===== src/hdl/mcdsr_params.svh =====
`ifndef MCDSR_PARAMS_SVH
`define MCDSR_PARAMS_SVH

// register byte addresses
`define MCDSR_DIAG_ADDR        8'h1C
`define MCDSR_STAT_ADDR        8'h20
`define MCDSR_CFG_ADDR         8'h24

// diagnostic control fields
`define MCDSR_DIAG_SLOW_EDGE   4
`define MCDSR_DIAG_FSENSE_DIS  3
`define MCDSR_DIAG_FEF_DIS     2
`define MCDSR_DIAG_BACKUP_DIS  1
`define MCDSR_DIAG_RESET       16'h0000

// converter configuration fields
`define MCDSR_CFG_NONTRANSP    11
`define MCDSR_CFG_ECL_MODE     3
`define MCDSR_CFG_SCRAMBLE     1
`define MCDSR_CFG_RESET        16'h0000

// status fields
`define MCDSR_ST_FIB_LO        15
`define MCDSR_ST_FIB_FREQ      14
`define MCDSR_ST_FEF_SEEN      13
`define MCDSR_ST_COP_LO        12
`define MCDSR_ST_COP_FREQ      11
`define MCDSR_ST_SEED_LOST     10
`define MCDSR_ST_LINK_UP       9
`define MCDSR_ST_NEG_DONE      8
`define MCDSR_ST_COP_FAST      7
`define MCDSR_ST_COP_SLOW      6
`define MCDSR_ST_COP_PKT       5
`define MCDSR_ST_BURST         4
`define MCDSR_ST_FIB_FAST      3
`define MCDSR_ST_FIB_SLOW      2
`define MCDSR_ST_FIB_PKT       1
`define MCDSR_ST_FIB_PULSE     0

// timing
`define MCDSR_CLK_MHZ          250
`define MCDSR_SEED_TIMEOUT_US  1300
`define MCDSR_SEED_TIMEOUT_CYC (`MCDSR_SEED_TIMEOUT_US * `MCDSR_CLK_MHZ)

`endif


===== src/hdl/mcdsr_pkg.sv =====
package mcdsr_pkg;

    typedef logic [15:0] mcdsr_word_t;

    typedef enum logic [1:0] {
        MCDSR_OKAY,
        MCDSR_EXOKAY,
        MCDSR_SLVERR,
        MCDSR_DECERR
    } mcdsr_resp_t;

endpackage


===== src/hdl/mcdsr_regs.sv =====
// The AXI4-Lite interface to the registers is this design's own decision.
`timescale 1ns/1ps
`include "mcdsr_params.svh"

module mcdsr_regs
    import mcdsr_pkg::*;
#(
    parameter int ADDR_W           = 8,
    parameter int SEED_TIMEOUT_CYC = `MCDSR_SEED_TIMEOUT_CYC
) (
    input  wire logic              core_clk,
    input  wire logic              sys_rst,
    input  wire logic [ADDR_W-1:0] s_axi_awaddr,
    input  wire logic              s_axi_awvalid,
    output logic                   s_axi_awready,
    input  wire logic [31:0]       s_axi_wdata,
    input  wire logic [3:0]        s_axi_wstrb,
    input  wire logic              s_axi_wvalid,
    output logic                   s_axi_wready,
    output logic [1:0]             s_axi_bresp,
    output logic                   s_axi_bvalid,
    input  wire logic              s_axi_bready,
    input  wire logic [ADDR_W-1:0] s_axi_araddr,
    input  wire logic              s_axi_arvalid,
    output logic                   s_axi_arready,
    output logic [31:0]            s_axi_rdata,
    output logic [1:0]             s_axi_rresp,
    output logic                   s_axi_rvalid,
    input  wire logic              s_axi_rready,
    input  wire logic              fiber_pll_on_local_osc,
    input  wire logic              fiber_freq_out_of_band,
    input  wire logic              fiber_pll_filter_rst,
    input  wire logic              far_fault_pattern,
    input  wire logic              copper_pll_on_local_osc,
    input  wire logic              copper_freq_out_of_band,
    input  wire logic              copper_pll_filter_rst,
    input  wire logic              seed_update,
    input  wire logic              copper_link_raw,
    input  wire logic              negotiation_done_raw,
    input  wire logic              copper_fast_signal,
    input  wire logic              copper_slow_signal,
    input  wire logic              copper_packet_pulse,
    input  wire logic              copper_flp_burst,
    input  wire logic              copper_fiber_style_burst,
    input  wire logic              fiber_fast_signal,
    input  wire logic              fiber_slow_signal,
    input  wire logic              fiber_packet_pulse,
    input  wire logic              fiber_link_pulse_seen,
    input  wire logic              backup_link_cfg_pin,
    output logic                   slow_tx_edges,
    output logic                   freq_sense_disable,
    output logic                   far_fault_disable,
    output logic                   backup_link_enable,
    output logic                   non_transparent,
    output logic                   copper_ecl_mode,
    output logic                   scrambler_enable
);

    localparam int CNT_W = $clog2(SEED_TIMEOUT_CYC + 1);

    if ((SEED_TIMEOUT_CYC < 2) || (ADDR_W < 8)) begin : g_bad_param
        $error("seed timeout needs two cycles and the address eight bits");
    end

    ////////////////////////////////////////////////////////////////////////
    // write channel

    logic              aw_held_r;
    logic              w_held_r;
    logic [ADDR_W-1:0] aw_addr_r;
    logic [31:0]       w_data_r;
    logic [3:0]        w_strb_r;
    logic              awready_r;
    logic              wready_r;
    logic              bvalid_r;
    logic [1:0]        bresp_r;
    logic              aw_take, w_take, do_wr;
    logic              aw_held_nxt, w_held_nxt;
    logic              wr_map;

    assign aw_take     = s_axi_awvalid & awready_r;
    assign w_take      = s_axi_wvalid & wready_r;
    assign do_wr       = aw_held_r & w_held_r & ~bvalid_r;
    assign aw_held_nxt = aw_take | (aw_held_r & ~do_wr);
    assign w_held_nxt  = w_take | (w_held_r & ~do_wr);
    // the status word is mapped but takes no data
    assign wr_map      = (aw_addr_r[7:0] == `MCDSR_DIAG_ADDR) | (aw_addr_r[7:0] == `MCDSR_STAT_ADDR)
                       | (aw_addr_r[7:0] == `MCDSR_CFG_ADDR);

    always_ff @(posedge core_clk) begin
        if (sys_rst) begin
            aw_held_r <= 1'b0;
            w_held_r  <= 1'b0;
            awready_r <= 1'b0;
            wready_r  <= 1'b0;
        end else begin
            aw_held_r <= aw_held_nxt;
            w_held_r  <= w_held_nxt;
            awready_r <= ~aw_held_nxt;
            wready_r  <= ~w_held_nxt;
        end
    end

    always_ff @(posedge core_clk) begin
        if (sys_rst) begin
            aw_addr_r <= '0;
            w_data_r  <= 32'h00000000;
            w_strb_r  <= 4'h0;
        end else begin
            if (aw_take) begin
                aw_addr_r <= s_axi_awaddr;
            end
            if (w_take) begin
                w_data_r <= s_axi_wdata;
                w_strb_r <= s_axi_wstrb;
            end
        end
    end

    always_ff @(posedge core_clk) begin
        if (sys_rst) begin
            bvalid_r <= 1'b0;
            bresp_r  <= 2'(MCDSR_OKAY);
        end else if (do_wr) begin
            bvalid_r <= 1'b1;
            bresp_r  <= wr_map ? 2'(MCDSR_OKAY) : 2'(MCDSR_DECERR);
        end else if (s_axi_bready) begin
            bvalid_r <= 1'b0;
        end
    end

    ////////////////////////////////////////////////////////////////////////
    // control registers

    mcdsr_word_t diag_control_r;
    mcdsr_word_t conv_config_r;

    always_ff @(posedge core_clk) begin
        if (sys_rst) begin
            diag_control_r <= `MCDSR_DIAG_RESET;
            conv_config_r  <= `MCDSR_CFG_RESET;
        end else if (do_wr) begin
            if (aw_addr_r[7:0] == `MCDSR_DIAG_ADDR) begin
                if (w_strb_r[0]) diag_control_r[7:0]  <= w_data_r[7:0];
                if (w_strb_r[1]) diag_control_r[15:8] <= w_data_r[15:8];
            end
            if (aw_addr_r[7:0] == `MCDSR_CFG_ADDR) begin
                if (w_strb_r[0]) conv_config_r[7:0]  <= w_data_r[7:0];
                if (w_strb_r[1]) conv_config_r[15:8] <= w_data_r[15:8];
            end
        end
    end

    logic nontr, ecl, fsdis, fefdis;
    assign nontr  = conv_config_r[`MCDSR_CFG_NONTRANSP];
    assign ecl    = conv_config_r[`MCDSR_CFG_ECL_MODE];
    assign fsdis  = diag_control_r[`MCDSR_DIAG_FSENSE_DIS];
    assign fefdis = diag_control_r[`MCDSR_DIAG_FEF_DIS];

    // outputs to the analog and link logic lag the register by one cycle
    always_ff @(posedge core_clk) begin
        if (sys_rst) begin
            slow_tx_edges      <= 1'b0;
            freq_sense_disable <= 1'b0;
            far_fault_disable  <= 1'b0;
            backup_link_enable <= 1'b0;
            non_transparent    <= 1'b0;
            copper_ecl_mode    <= 1'b0;
            scrambler_enable   <= 1'b0;
        end else begin
            slow_tx_edges      <= diag_control_r[`MCDSR_DIAG_SLOW_EDGE];
            freq_sense_disable <= fsdis;
            far_fault_disable  <= fefdis;
            backup_link_enable <= backup_link_cfg_pin & ~diag_control_r[`MCDSR_DIAG_BACKUP_DIS];
            non_transparent    <= nontr;
            copper_ecl_mode    <= ecl;
            scrambler_enable   <= conv_config_r[`MCDSR_CFG_SCRAMBLE];
        end
    end

    ////////////////////////////////////////////////////////////////////////
    // read channel and latched status

    logic              arready_r;
    logic              rvalid_r;
    logic [31:0]       rdata_r;
    logic [1:0]        rresp_r;
    logic              ar_take;
    logic              rvalid_nxt;
    logic              stat_rd;
    logic [CNT_W-1:0]  seed_cnt_r;
    logic              seed_expired;
    logic              seed_lost_r, link_up_r, cop_pkt_r, fib_pkt_r;
    logic              cop_speed, fib_speed;
    mcdsr_word_t       status_word;

    assign ar_take    = s_axi_arvalid & arready_r;
    assign rvalid_nxt = ar_take | (rvalid_r & ~s_axi_rready);
    assign stat_rd    = ar_take & (s_axi_araddr[7:0] == `MCDSR_STAT_ADDR);
    assign cop_speed  = copper_fast_signal | copper_slow_signal;
    assign fib_speed  = fiber_fast_signal | fiber_slow_signal;

    // counter saturates so the expired level holds until the seed moves or the scrambler is switched off
    assign seed_expired = (seed_cnt_r == CNT_W'(SEED_TIMEOUT_CYC));

    always_ff @(posedge core_clk) begin
        if (sys_rst) begin
            seed_cnt_r <= '0;
        end else if (seed_update | ~conv_config_r[`MCDSR_CFG_SCRAMBLE]) begin
            seed_cnt_r <= '0;
        end else if (!seed_expired) begin
            seed_cnt_r <= seed_cnt_r + CNT_W'(1);
        end
    end

    // a new event in the read cycle always survives the clear
    always_ff @(posedge core_clk) begin
        if (sys_rst) begin
            seed_lost_r <= 1'b0;
            link_up_r   <= 1'b0;
            cop_pkt_r   <= 1'b0;
            fib_pkt_r   <= 1'b0;
        end else begin
            seed_lost_r <= seed_expired | (seed_lost_r & ~stat_rd);
            link_up_r   <= copper_link_raw & (link_up_r | stat_rd);
            cop_pkt_r   <= cop_speed & (copper_packet_pulse | (cop_pkt_r & ~stat_rd));
            fib_pkt_r   <= fib_speed & (fiber_packet_pulse | (fib_pkt_r & ~stat_rd));
        end
    end

    always_comb begin
        status_word = 16'h0000;
        status_word[`MCDSR_ST_FIB_LO]    = fiber_pll_on_local_osc;
        status_word[`MCDSR_ST_FIB_FREQ]  = fiber_freq_out_of_band & ~fsdis & ~fiber_pll_filter_rst;
        status_word[`MCDSR_ST_FEF_SEEN]  = far_fault_pattern & ~fefdis;
        status_word[`MCDSR_ST_COP_LO]    = copper_pll_on_local_osc;
        status_word[`MCDSR_ST_COP_FREQ]  = copper_freq_out_of_band & ~fsdis & ~copper_pll_filter_rst;
        status_word[`MCDSR_ST_SEED_LOST] = seed_lost_r;
        status_word[`MCDSR_ST_LINK_UP]   = link_up_r & nontr;
        status_word[`MCDSR_ST_NEG_DONE]  = negotiation_done_raw & nontr;
        status_word[`MCDSR_ST_COP_FAST]  = copper_fast_signal;
        status_word[`MCDSR_ST_COP_SLOW]  = copper_slow_signal;
        status_word[`MCDSR_ST_COP_PKT]   = cop_pkt_r & cop_speed;
        status_word[`MCDSR_ST_BURST]     = copper_flp_burst | (ecl & copper_fiber_style_burst);
        status_word[`MCDSR_ST_FIB_FAST]  = fiber_fast_signal;
        status_word[`MCDSR_ST_FIB_SLOW]  = fiber_slow_signal;
        status_word[`MCDSR_ST_FIB_PKT]   = fib_pkt_r & fib_speed;
        status_word[`MCDSR_ST_FIB_PULSE] = fiber_link_pulse_seen;
    end

    always_ff @(posedge core_clk) begin
        if (sys_rst) begin
            arready_r <= 1'b0;
            rvalid_r  <= 1'b0;
        end else begin
            arready_r <= ~rvalid_nxt;
            rvalid_r  <= rvalid_nxt;
        end
    end

    always_ff @(posedge core_clk) begin
        if (sys_rst) begin
            rdata_r <= 32'h00000000;
            rresp_r <= 2'(MCDSR_OKAY);
        end else if (ar_take) begin
            rresp_r <= 2'(MCDSR_OKAY);
            unique case (s_axi_araddr[7:0])
                `MCDSR_DIAG_ADDR: rdata_r <= {16'h0000, diag_control_r};
                `MCDSR_STAT_ADDR: rdata_r <= {16'h0000, status_word};
                `MCDSR_CFG_ADDR:  rdata_r <= {16'h0000, conv_config_r};
                default: begin
                    rdata_r <= 32'h00000000;
                    rresp_r <= 2'(MCDSR_DECERR);
                end
            endcase
        end
    end

    assign s_axi_awready = awready_r;
    assign s_axi_wready  = wready_r;
    assign s_axi_bvalid  = bvalid_r;
    assign s_axi_bresp   = bresp_r;
    assign s_axi_arready = arready_r;
    assign s_axi_rvalid  = rvalid_r;
    assign s_axi_rdata   = rdata_r;
    assign s_axi_rresp   = rresp_r;
endmodule


===== config.mk =====
export PLATFORM = sky130hd
export DESIGN_NAME = mcdsr_regs
export DESIGN_NICKNAME = d
export VERILOG_FILES = /design/src/hdl/mcdsr_pkg.sv /design/src/hdl/mcdsr_regs.sv
export VERILOG_INCLUDE_DIRS = /design/src /design/src/hdl
export SDC_FILE = /design/constraint.sdc
export NUM_CORES = 1
export LEC_CHECK = 0
export BUFFER_PORTS_ARGS = -buffer_cell sky130_fd_sc_hd__buf_2
export CORE_ASPECT_RATIO = 0.75
export CORE_MARGIN = 4
export CORE_UTILIZATION = 55
export CTS_CLUSTER_SIZE = 16
export DETAILED_ROUTE_END_ITERATION = 8
export HOLD_SLACK_MARGIN = 0.03
export PLACE_DENSITY = 0.8
export SLEW_MARGIN = 25
export SYNTH_ARGS = -nofsm -noshare
export SYNTH_HDL_FRONTEND = slang
export SYNTH_SLANG_ARGS = --single-unit

===== constraint.sdc =====
create_clock -name core_clk -period 5.4 [get_ports core_clk]
set_clock_uncertainty 0.1 [all_clocks]
set_input_delay 0.27 -clock core_clk [delete_from_list [all_inputs] [get_ports core_clk]]
set_output_delay 0.27 -clock core_clk [all_outputs]
set_load 0.05 [all_outputs]

# == Word level (Yosys, flattened, before mapping) ==
# Index checks and enable logic that the tools add are counted.
# totals
regBits,131
latch_bits,0
mem_bits_rw,0
mem_bits_ro,0
in_bits,79
output_inout_bits,48
wordCells,101
memories,0
# classes
add_sub_neg,1
mul,0
div_mod_pow,0
magnitude_cmp,0
n_eq_ne,7
shifts,0
mux,5
n_bitwise,52
n_reduce_logical,7
# ops
op,count
$pmux W16 S3,1
$eq A8 B6 Y1 const B,4
$and A1 B1 Y1,26
$add A19 B1 Y19 const B,1
$eq A19 B19 Y1 const B,1
$eq A8 B5 Y1 const B,2
$not A1 Y1,13
$or A1 B1 Y1,13
$reduce_and A3 Y1,4
$mux W2,2
$reduce_or A3 Y1,1
$mux W1,2
$reduce_bool A2 Y1,1
$reduce_or A2 Y1,1

# == Depth between registers and ports, before layout ==
# Gate-level depths: netlist (run 1).
# logic_depth
depth_word,6
ltp_mapped,7
ltp_nobuf,6

# == Worst setup path before layout (run 1) ==
# No wires, ideal clock.
# synth_timing
kind,register to register
from,reg bvalid_r (netlist: s_axi_bvalid)
to,reg conv_config_r[15]
t_arrival_ps,1560
slack_ps,3612
path_stages_with_launch,6
path_buffers,1
period_less_slack_ps,1788
path_cell_list,dfxtp_1 and4b_1 clkbuf_1 nand4_2 mux2i_1 nor2_1
# synth_between
elab_chain_cells,3
# synth_rtl
item,line,text
from (decl),mcdsr_regs.sv:75,logic bvalid_r;
from (signal assigned),mcdsr_regs.sv:122,bvalid_r <= 1'b0;
from (signal assigned),mcdsr_regs.sv:125,bvalid_r <= 1'b1;
from (signal assigned),mcdsr_regs.sv:128,bvalid_r <= 1'b0;
$not A1 Y1,mcdsr_regs.sv:83,assign do_wr = aw_held_r & w_held_r & ~bvalid_r;
$and A1 B1 Y1,mcdsr_regs.sv:83,
$reduce_and A3 Y1 (no line),-,
to (signal assigned),mcdsr_regs.sv:141,conv_config_r <= `MCDSR_CFG_RESET;
to (signal assigned),mcdsr_regs.sv:149,if (w_strb_r[1]) conv_config_r[15:8] <= w_data_r[15:8];
to (decl),mcdsr_regs.sv:136,mcdsr_word_t conv_config_r;
# Every way passes these cells.
# A chain may end at the register's enable or synchronous reset.

# == Final worst setup path (run 1) ==
# layout_timing
from,in s_axi_araddr[2]
to,reg rdata_r[14] (netlist: s_axi_rdata[14])
# layout_between
elab_chain_cells,2
# layout_rtl
item,line,text
from (decl),mcdsr_regs.sv:23,"input wire logic [ADDR_W-1:0] s_axi_araddr,"
$eq A8 B6 Y1 or $eq A8 B5 Y1 (tied branches),mcdsr_regs.sv:267,unique case (s_axi_araddr[7:0])
$pmux W16 S3 *,mcdsr_regs.sv:267,
to (signal assigned),mcdsr_regs.sv:268,"`MCDSR_DIAG_ADDR: rdata_r <= {16'h0000, diag_control_r};"
to (signal assigned),mcdsr_regs.sv:269,"`MCDSR_STAT_ADDR: rdata_r <= {16'h0000, status_word};"
to (signal assigned),mcdsr_regs.sv:270,"`MCDSR_CFG_ADDR: rdata_r <= {16'h0000, conv_config_r};"
to (decl),mcdsr_regs.sv:186,logic [31:0] rdata_r;
# Mark *: on every way between the ends. The rest lies on a longest branch, timed or not.

==> results by group, run 1 <==
Outcome
  – Run status: finished clean

Floorplan
  – Die Ht: 88.5 um
  – Core Area: 8450 um2
  – I/O pin count: 127
  – Die area: 10200 um2
  – Horiz. Die Dim: 115 um
  – Row count: 29
  – Initial Utilization: 56.2%

Synth
  – Yosys top cell by area: dfxtp_1
  – Async S/R FF share, synth: 0%
  – Register area share after synthesis: 47.6%
  – Synth area leaders: dfxtp_1 (48%), mux2i_1 (8.6%), nor2_1 (5.1%), nand2_1 (5.0%), a21oi_1 (4.3%)
  – Yosys warnings: 0
  – Top cells by count, synth: dfxtp_1 (113), nor2_1 (64), nand2_1 (63)
  – Post-synthesis cell area: 4750 um2
  – Top-count cell post-synth: dfxtp_1
  – EDFF count, synth: 0
  – Average size of a mapped cell: 9.09 um2
  – Seq cells post-synth: 113
  – Synth Flop Type: dfxtp_1
  – Syn Inst Count: 523
  – Top cell type's share of synthesized area: 47.6%
  – Unique masters post-synth: 50

Pwr
  – Power Internal: 1.72 mW
  – Power share of the combinational group: 6.6%
  – P_sw: 0.488 mW
  – Worst IR Drop VDD: 0.429 mV
  – PD cells: 363 nW/um2
  – Sw Ratio: 22.1%
  – Clk pwr share: 54.2%
  – Register share of total power: 39.2%
  – LEAKAGE: 2.68 nW

Setup path
  – Critical R2R Capture: diag_control_r[4]
  – Flop2flop setup slack: 3.44 ns
  – CP Cell Sequence: buf_2, and4b_1, o2111a_1, nand2b_1, o21ai_0
  – Required @ worst endpoint: 5.64 ns
  – R2R Path Start: aw_addr_r[0]
  – CP endpoint kind: flop
  – Crit start category: primary input
  – Critical path fanouts, max: 16
  – R2R depth: 4
  – Slowest-stage cell, CP: and4b_1
  – Crit Path Category: in2reg
  – CP peak stage delay: 0.77 ns
  – Arr. time, crit path: 2.45 ns

Cells and area
  – Synth-to-Final Area Change: 27.6%
  – # diodes: 0
  – Share of cells above drive strength 1: 21.4%
  – Non-Filler Instances: 753
  – Nets: 713

Routing
  – Routed via count: 4240
  – Drt via density: 5.63
  – DRC errors left: 0
  – TritonRoute pass-1 iters: 6
  – ANT nets after route: 0
  – Initial DRC Count: 451
  – DRT Wirelength: 12300 um
  – Avg WL per Cell: 16.3 um

STA
  – Highest Clock Rate: 451 MHz
  – Setup TNS: 0 ns
  – Slew Viols, Final: 0
  – RSZ-0062 raised after global routing: no
  – Share of the clock period used by the worst path: 41.0%
  – Min cycle time layout: 2.22 ns
  – Tightest Pin Transition: 0.958 ns
  – Max-slew headroom: 36.0%
  – Final Setup Violations: 0
  – Endpoints failing hold: 0
  – Final worst slack: 3.18 ns

Clocking
  – Inserted Clock Buffers: 17
  – Post-CTS Resized: 0
  – CTS tree: built
  – Clk sinks: 113
  – Clock buffer depth: 2
  – H-tree levels: 4
  – Clock transition at path regs: 0.05 ns
  – Post-CTS setup buffers: 0
  – Root buffer cell: clkbuf_16
  – Hold Buf Count CTS: 25
  – Insertion delay to the later sink of the worst-skew pair: 0.42 ns

Placement
  – Port buffer count: 92
  – DP Worst Slack: 2.86 ns
  – HPWL Detailed: 8010 um
  – Placed insts: 696
  – GPL Wtd Cong: 0.838

Global route
  – First-pass GRT wire length: 19700 um
  – Gr ovfl total: 0
  – GRT Total Usage: 25.4%
  – Vias in the first global route: 3959
  – Maximum number of pins on one net before global-route repair: 90
  – Initial antenna violation count: 0

Worst hold path
  – Hold/Removal Path Class: in2reg
  – WHS Endpoint: w_data_r[10]
  – Beginning of the worst hold path: s_axi_wdata[10]
  – Hold path depth: 3

Flow run
  – Max-Cap Viols: 0
[worst max-delay path by stage]
stage | start | to | slack (ns) | depth (start not counted)
after floorplan | s_axi_bvalid | conv_config_r[15] | 3.61 | 5
after global placement | s_axi_araddr[2] | s_axi_rdata[5] | 2.94 | 5
after detailed placement | s_axi_araddr[2] | s_axi_rdata[14] | 2.86 | 5
after CTS | s_axi_araddr[2] | s_axi_rdata[14] | 3.27 | 5
after global routing | s_axi_araddr[2] | s_axi_rdata[4] | 3.08 | 5
final | s_axi_araddr[2] | s_axi_rdata[14] | 3.18 | 5
[layout make-up]
| class | instances | area (um2) |
|---|---|---|
| Clock buffer | 22 | 484 |
| Clock inverter | 10 | 155 |
| Fill cell | 608 | 2390 |
| Inverter | 6 | 22.5 |
| Multi-Input combinational cell | 376 | 2290 |
| Sequential cell | 113 | 2260 |
| Tap cell | 108 | 135 |
| Timing Repair Buffer | 118 | 718 |
[placed cells by master (no fill, tap or decap), drive strengths merged, types with 2 or more instances in the layout]
cell type      n
and2           2
or3            2
a21o           2
nand3         14
clkinvlp       2
o21ai         15
inv            6
nand4         13
nor3           8
xor2           6
o2bb2ai        8
a32o           4
mux2i         41
nor3b          5
nor2b         12
nor4bb         2
nand2b         6
nor2          64
buf           93
dlygate4sd3   25
ha             2
xnor2          4
a222oi         4
a31oi          3
nand3b         2
and4           3
nor4b          5
dfxtp        113
a21oi         41
nor4           6
a22oi          9
clkinv         4
and4b          2
conb          16
bufinv         4
clkbuf        22
nand2         63
and3           4
[power groups by stage]
stage	Combinational, mW	Clock, mW	Sequential [mW]
after global routing	0.158	1.25	0.865
after detailed placement	0.130	0	0.881
after floorplan	0.0896	0	0.889
after CTS	0.144	1.21	0.864
final	0.146	1.19	0.864
after global placement	0.128	0	0.880
[sequential cells by signal, summed over array words and instances (netlist names), 2 cells and up]
name and cells:
w_strb_r 2, aw_addr_r 8, conv_config_r 16, diag_control_r 16, w_data_r 16, s_axi_rdata 16
seed_cnt_r 19
[stage by stage]
step | hold WS (ns) | util, % | cell area (um2) | total power [mW]
after floorplan | 0.306 | - | 4810 | 0.979
after global placement | 0.331 | 61.2 | 5180 | 1.01
after global routing | 0.0331 | 71.8 | 6070 | 2.28
final | 0.0348 | 71.8 | 6070 | 2.20
after detailed placement | 0.344 | 61.2 | 5180 | 1.01
after CTS | 0.0306 | 71.8 | 6070 | 2.21
[logic make-up (layout without fill, tap and decap cells)]
logic type	after synthesis	in the layout	synth area share, %
AND/OR/NAND/NOR	217	217	23.9
flip-flops	113	113	47.6
AO/OA/AOI/OAI	90	90	12.0
buffers and inverters	49	156	5.45
multiplexers	41	41	8.63
XOR/XNOR	10	10	1.84
adder cells (fa/ha/maj)	2	2	0.526
other	1	16	0.0789
[worst max-delay path: cells and delay by family]
family / cells / cell delay, ns
AO/OA/AOI/OAI: 2 / 0.79
buffers and inverters: 1 / 0.37
AND/OR/NAND/NOR: 2 / 1.01
[layer usage]
| layer | GRT usage (%) | share of wire (%) | up-vias |
|---|---|---|---|
| met2 | 39.4 | 45 | 235 |
| met5 | 0 | 0 | - |
| met3 | 8.20 | 11 | 32 |
| met1 | 33.3 | 41 | 1941 |
| met4 | 9.81 | 2.4 | 0 |
| li1 | - | - | 2032 |
(Power assumes the default switching activity.)
==> run 2, diff against run 1 <==
ABC_AREA = 1   (was unset)
CORE_UTILIZATION = 48   (was 55)
PLACE_DENSITY = 0.73   (was 0.8)
clock period = 2 ns   (was 5.4 ns; I/O delays follow)
==> run 2 against run 1 <==
Global-route usage decreased by 3.6 points; non-clock buffer count grew 24; hold slack better by 0.015 ns; via count rose by 15%; synthesized area increased by 5.2%; sequential cell count did not move; sequential share of layout area fell by 2.9 points; first-iteration DRC count decreased by 2.0%; synthesized cell count increased by 31%.
==> results by group, run 2 <==
Outcome
  – Run status: finished clean

STA
  – Highest Clock Rate: 587 MHz
  – Slew Viols, Final: 0 (unchanged)
  – Setup TNS: 0 ns (unchanged)
  – Max-slew headroom: 66.0% (+30 points)
  – Share of the clock period used by the worst path: 85.2%
  – Tightest Pin Transition: 0.510 ns (-0.448 ns)
  – Final Setup Violations: 0 (unchanged)
  – RSZ-0062 raised after global routing: no
  – Endpoints failing hold: 0 (unchanged)
  – Hold_ws: 0.0495 ns (+0.0147 ns)
  – Min cycle time layout: 1.70 ns

Routing
  – DRC errors left: 0 (unchanged)
  – DRT Wirelength: 12800 um (+4.3%)
  – TritonRoute pass-1 iters: 5 (-1)
  – ANT nets after route: 0 (unchanged)
  – Routed via count: 4894 (+15%)
  – Drt via density: 5.10 (-9.4%)
  – Avg WL per Cell: 13.4 um (-18%)
  – Initial DRC Count: 442 (-2.0%)

Synth
  – Unique masters post-synth: 30 (-40%)
  – Register area share after synthesis: 45.2% (-2.4 points)
  – Yosys warnings: 0 (unchanged)
  – Synth area leaders: dfxtp_1 (45%), nand3_1 (9.0%), nor2_1 (8.5%), nand2_1 (7.2%), a21oi_1 (6.4%)
  – Average size of a mapped cell: 7.31 um2 (-20%)
  – Synth Flop Type: dfxtp_1
  – Top cell type's share of synthesized area: 45.2% (-2.4 points)
  – Yosys top cell by area: dfxtp_1
  – EDFF count, synth: 0 (unchanged)
  – Seq cells post-synth: 113 (unchanged)
  – Syn Inst Count: 684 (+31%)
  – Top cells by count, synth: dfxtp_1 (113), nor2_1 (113), nand2_1 (96)
  – Post-synthesis cell area: 5000 um2 (+5.2%)
  – Async S/R FF share, synth: 0% (unchanged)

Cells and area
  – FILL cells: 855 (+41%)
  – # diodes: 0 (unchanged)
  – Most frequent cells in the layout: nor2_1 (113), dfxtp_1 (113), nand2_1 (96), buf_2 (92), nand3_1 (90)
  – Nets: 895 (+26%)
  – Synth-to-Final Area Change: 31.5%
  – Finished Cell Area: 6580 um2 (+8.4%)
  – Share of cells above drive strength 1: 19.2% (-2.2 points)
  – Reg with most FFs: seed_cnt_r
  – Number of flip-flops in the largest register: 19 (unchanged)

Placement
  – HPWL Detailed: 8900 um (+11%)
  – Placed Area: 5460 um2 (+5.4%)
  – GPL Wtd Cong: 0.868 (+3.6%)
  – Port buffer count: 92 (unchanged)

Global route
  – Vias in the first global route: 4626 (+17%)
  – GRT Total Usage: 21.9% (-3.6 points)
  – First-pass GRT wire length: 21500 um (+9.3%)
  – Initial antenna violation count: 0 (unchanged)
  – Maximum number of pins on one net before global-route repair: 50 (-44%)
  – Gr ovfl total: 0 (unchanged)

Floorplan
  – Initial Utilization: 50.6% (-5.7 points)
  – I/O pin count: 127 (unchanged)
  – Die Ht: 96.4 um (+8.9%)
  – Die area: 12100 um2 (+19%)
  – Row count: 31 (+6.9%)
  – Horiz. Die Dim: 126 um (+9.1%)
  – Core Area: 9890 um2 (+17%)

Clocking
  – CTS tree: built
  – Root buffer cell: clkbuf_16
  – H-tree levels: 4 (unchanged)
  – Post-CTS Resized: 0 (unchanged)
  – Clk sinks: 113 (unchanged)
  – Inserted Clock Buffers: 17 (unchanged)
  – Clock transition at path regs: 0.05 ns (about the same)
  – Clock buffer depth: 2 (unchanged)
  – Post-CTS setup buffers: 0 (unchanged)
  – Insertion delay to the later sink of the worst-skew pair: 0.41 ns (about the same)

Setup path
  – CP endpoint kind: flop
  – R2R Path Start: s_axi_arready
  – Arr. time, crit path: 1.89 ns (-0.56 ns)
  – Critical path fanouts, max: 4 (-12)
  – Required @ worst endpoint: 2.19 ns (-3.45 ns)
  – Flop2flop setup slack: 0.30 ns (-3.14 ns)
  – Crit start category: flop
  – Critical R2R Capture: fib_pkt_r
  – Crit Path Category: reg2reg
  – R2R depth: 6 (+2)

Worst hold path
  – Hold path depth: 5 (+2)
  – WHS Endpoint: seed_cnt_r[2]
  – Hold/Removal Path Class: in2reg
  – Beginning of the worst hold path: seed_update

Pwr
  – PD cells: 972 nW/um2 (+170%)
  – LEAKAGE: 2.81 nW (+4.7%)
  – Worst IR Drop VDD: 0.631 mV (+47%)

Flow run
  – Max-Cap Viols: 0 (unchanged)
-- run 2: kinds of logic after synthesis --
| logic type | Yosys count | share of synthesized area, % |
|---|---|---|
| and+or+nand+nor | 334 | 31.1 |
| AOI/OAI and AO/OA | 124 | 12.5 |
| DFF | 113 | 45.2 |
| buffers and inverters | 109 | 10.5 |
| adders and majority gates | 2 | 0.500 |
| xor gates and xnor gates | 1 | 0.175 |
| other | 1 | 0.0750 |
-- run 2: worst max-delay path by stage --
stage | slack (ns) | cells after the start | to | start
2_1_floorplan | 0.35 | 6 | s_axi_rdata[10] | s_axi_arready
3_3_place_gp | 0.43 | 6 | diag_control_r[2] | aw_addr_r[7]
3_5_place_dp | 0.39 | 6 | diag_control_r[2] | aw_addr_r[7]
4_1_cts | 0.32 | 6 | fib_pkt_r | s_axi_arready
5_1_grt | 0.19 | 6 | cop_pkt_r | s_axi_arready
6_report | 0.30 | 6 | fib_pkt_r | s_axi_arready
-- run 2: what timing repair did --
action                                 in CTS  in global routing
hold buffers                               42                  0
setup endpoints to repair                   0                  0
endpoints found under the hold margin      41                  0
-- run 2: metrics by stage --
step                power [mW]  setup WS, ns  std cells  util (%)
global route              6.59         0.190        959      66.5
global placement          2.78         0.432        885      55.2
floorplan                 2.70         0.345        699         -
CTS                       6.42         0.322        959      66.5
detailed placement        2.79         0.391        885      55.2
finish                    6.39         0.296        959      66.5
-- run 2: per-layer routing --
metal	vias to the layer above	GRT usage (%)	share of wire [%]
met5	-	0	0
met4	0	8.39	1.6
met3	27	5.93	6.6
met2	160	35.8	46
met1	2255	27.8	45
li1	2452	-	-
-- run 2: power by group --
part	switching, mW	leakage (nW)	total, mW	internal (mW)
Combinational	0.305	1.54	0.473	0.167
Sequential	0.0354	0.917	2.34	2.31
Clock	1.02	0.347	3.57	2.55
-- run 2: cell type report --
| cell class | instances | area (um2) | area share (%) |
|---|---|---|---|
| timing repair buffer | 142 | 941 | 14.3 |
| tap | 132 | 165 | 2.51 |
| clock inverter | 11 | 230 | 3.50 |
| inverter | 63 | 236 | 3.59 |
| multi-input combinational | 477 | 2270 | 34.6 |
| sequential | 113 | 2260 | 34.4 |
| clock buffer | 21 | 470 | 7.15 |
-- run 2: worst max-delay path, stage by stage (launching register included) --
cell and delay, ns:
dfxtp_1 0.32, nand2_1 0.07, inv_1 0.08, nand3_1 0.19, a21oi_1 0.20, nor3_1 0.06
dlygate4sd3_1 0.58
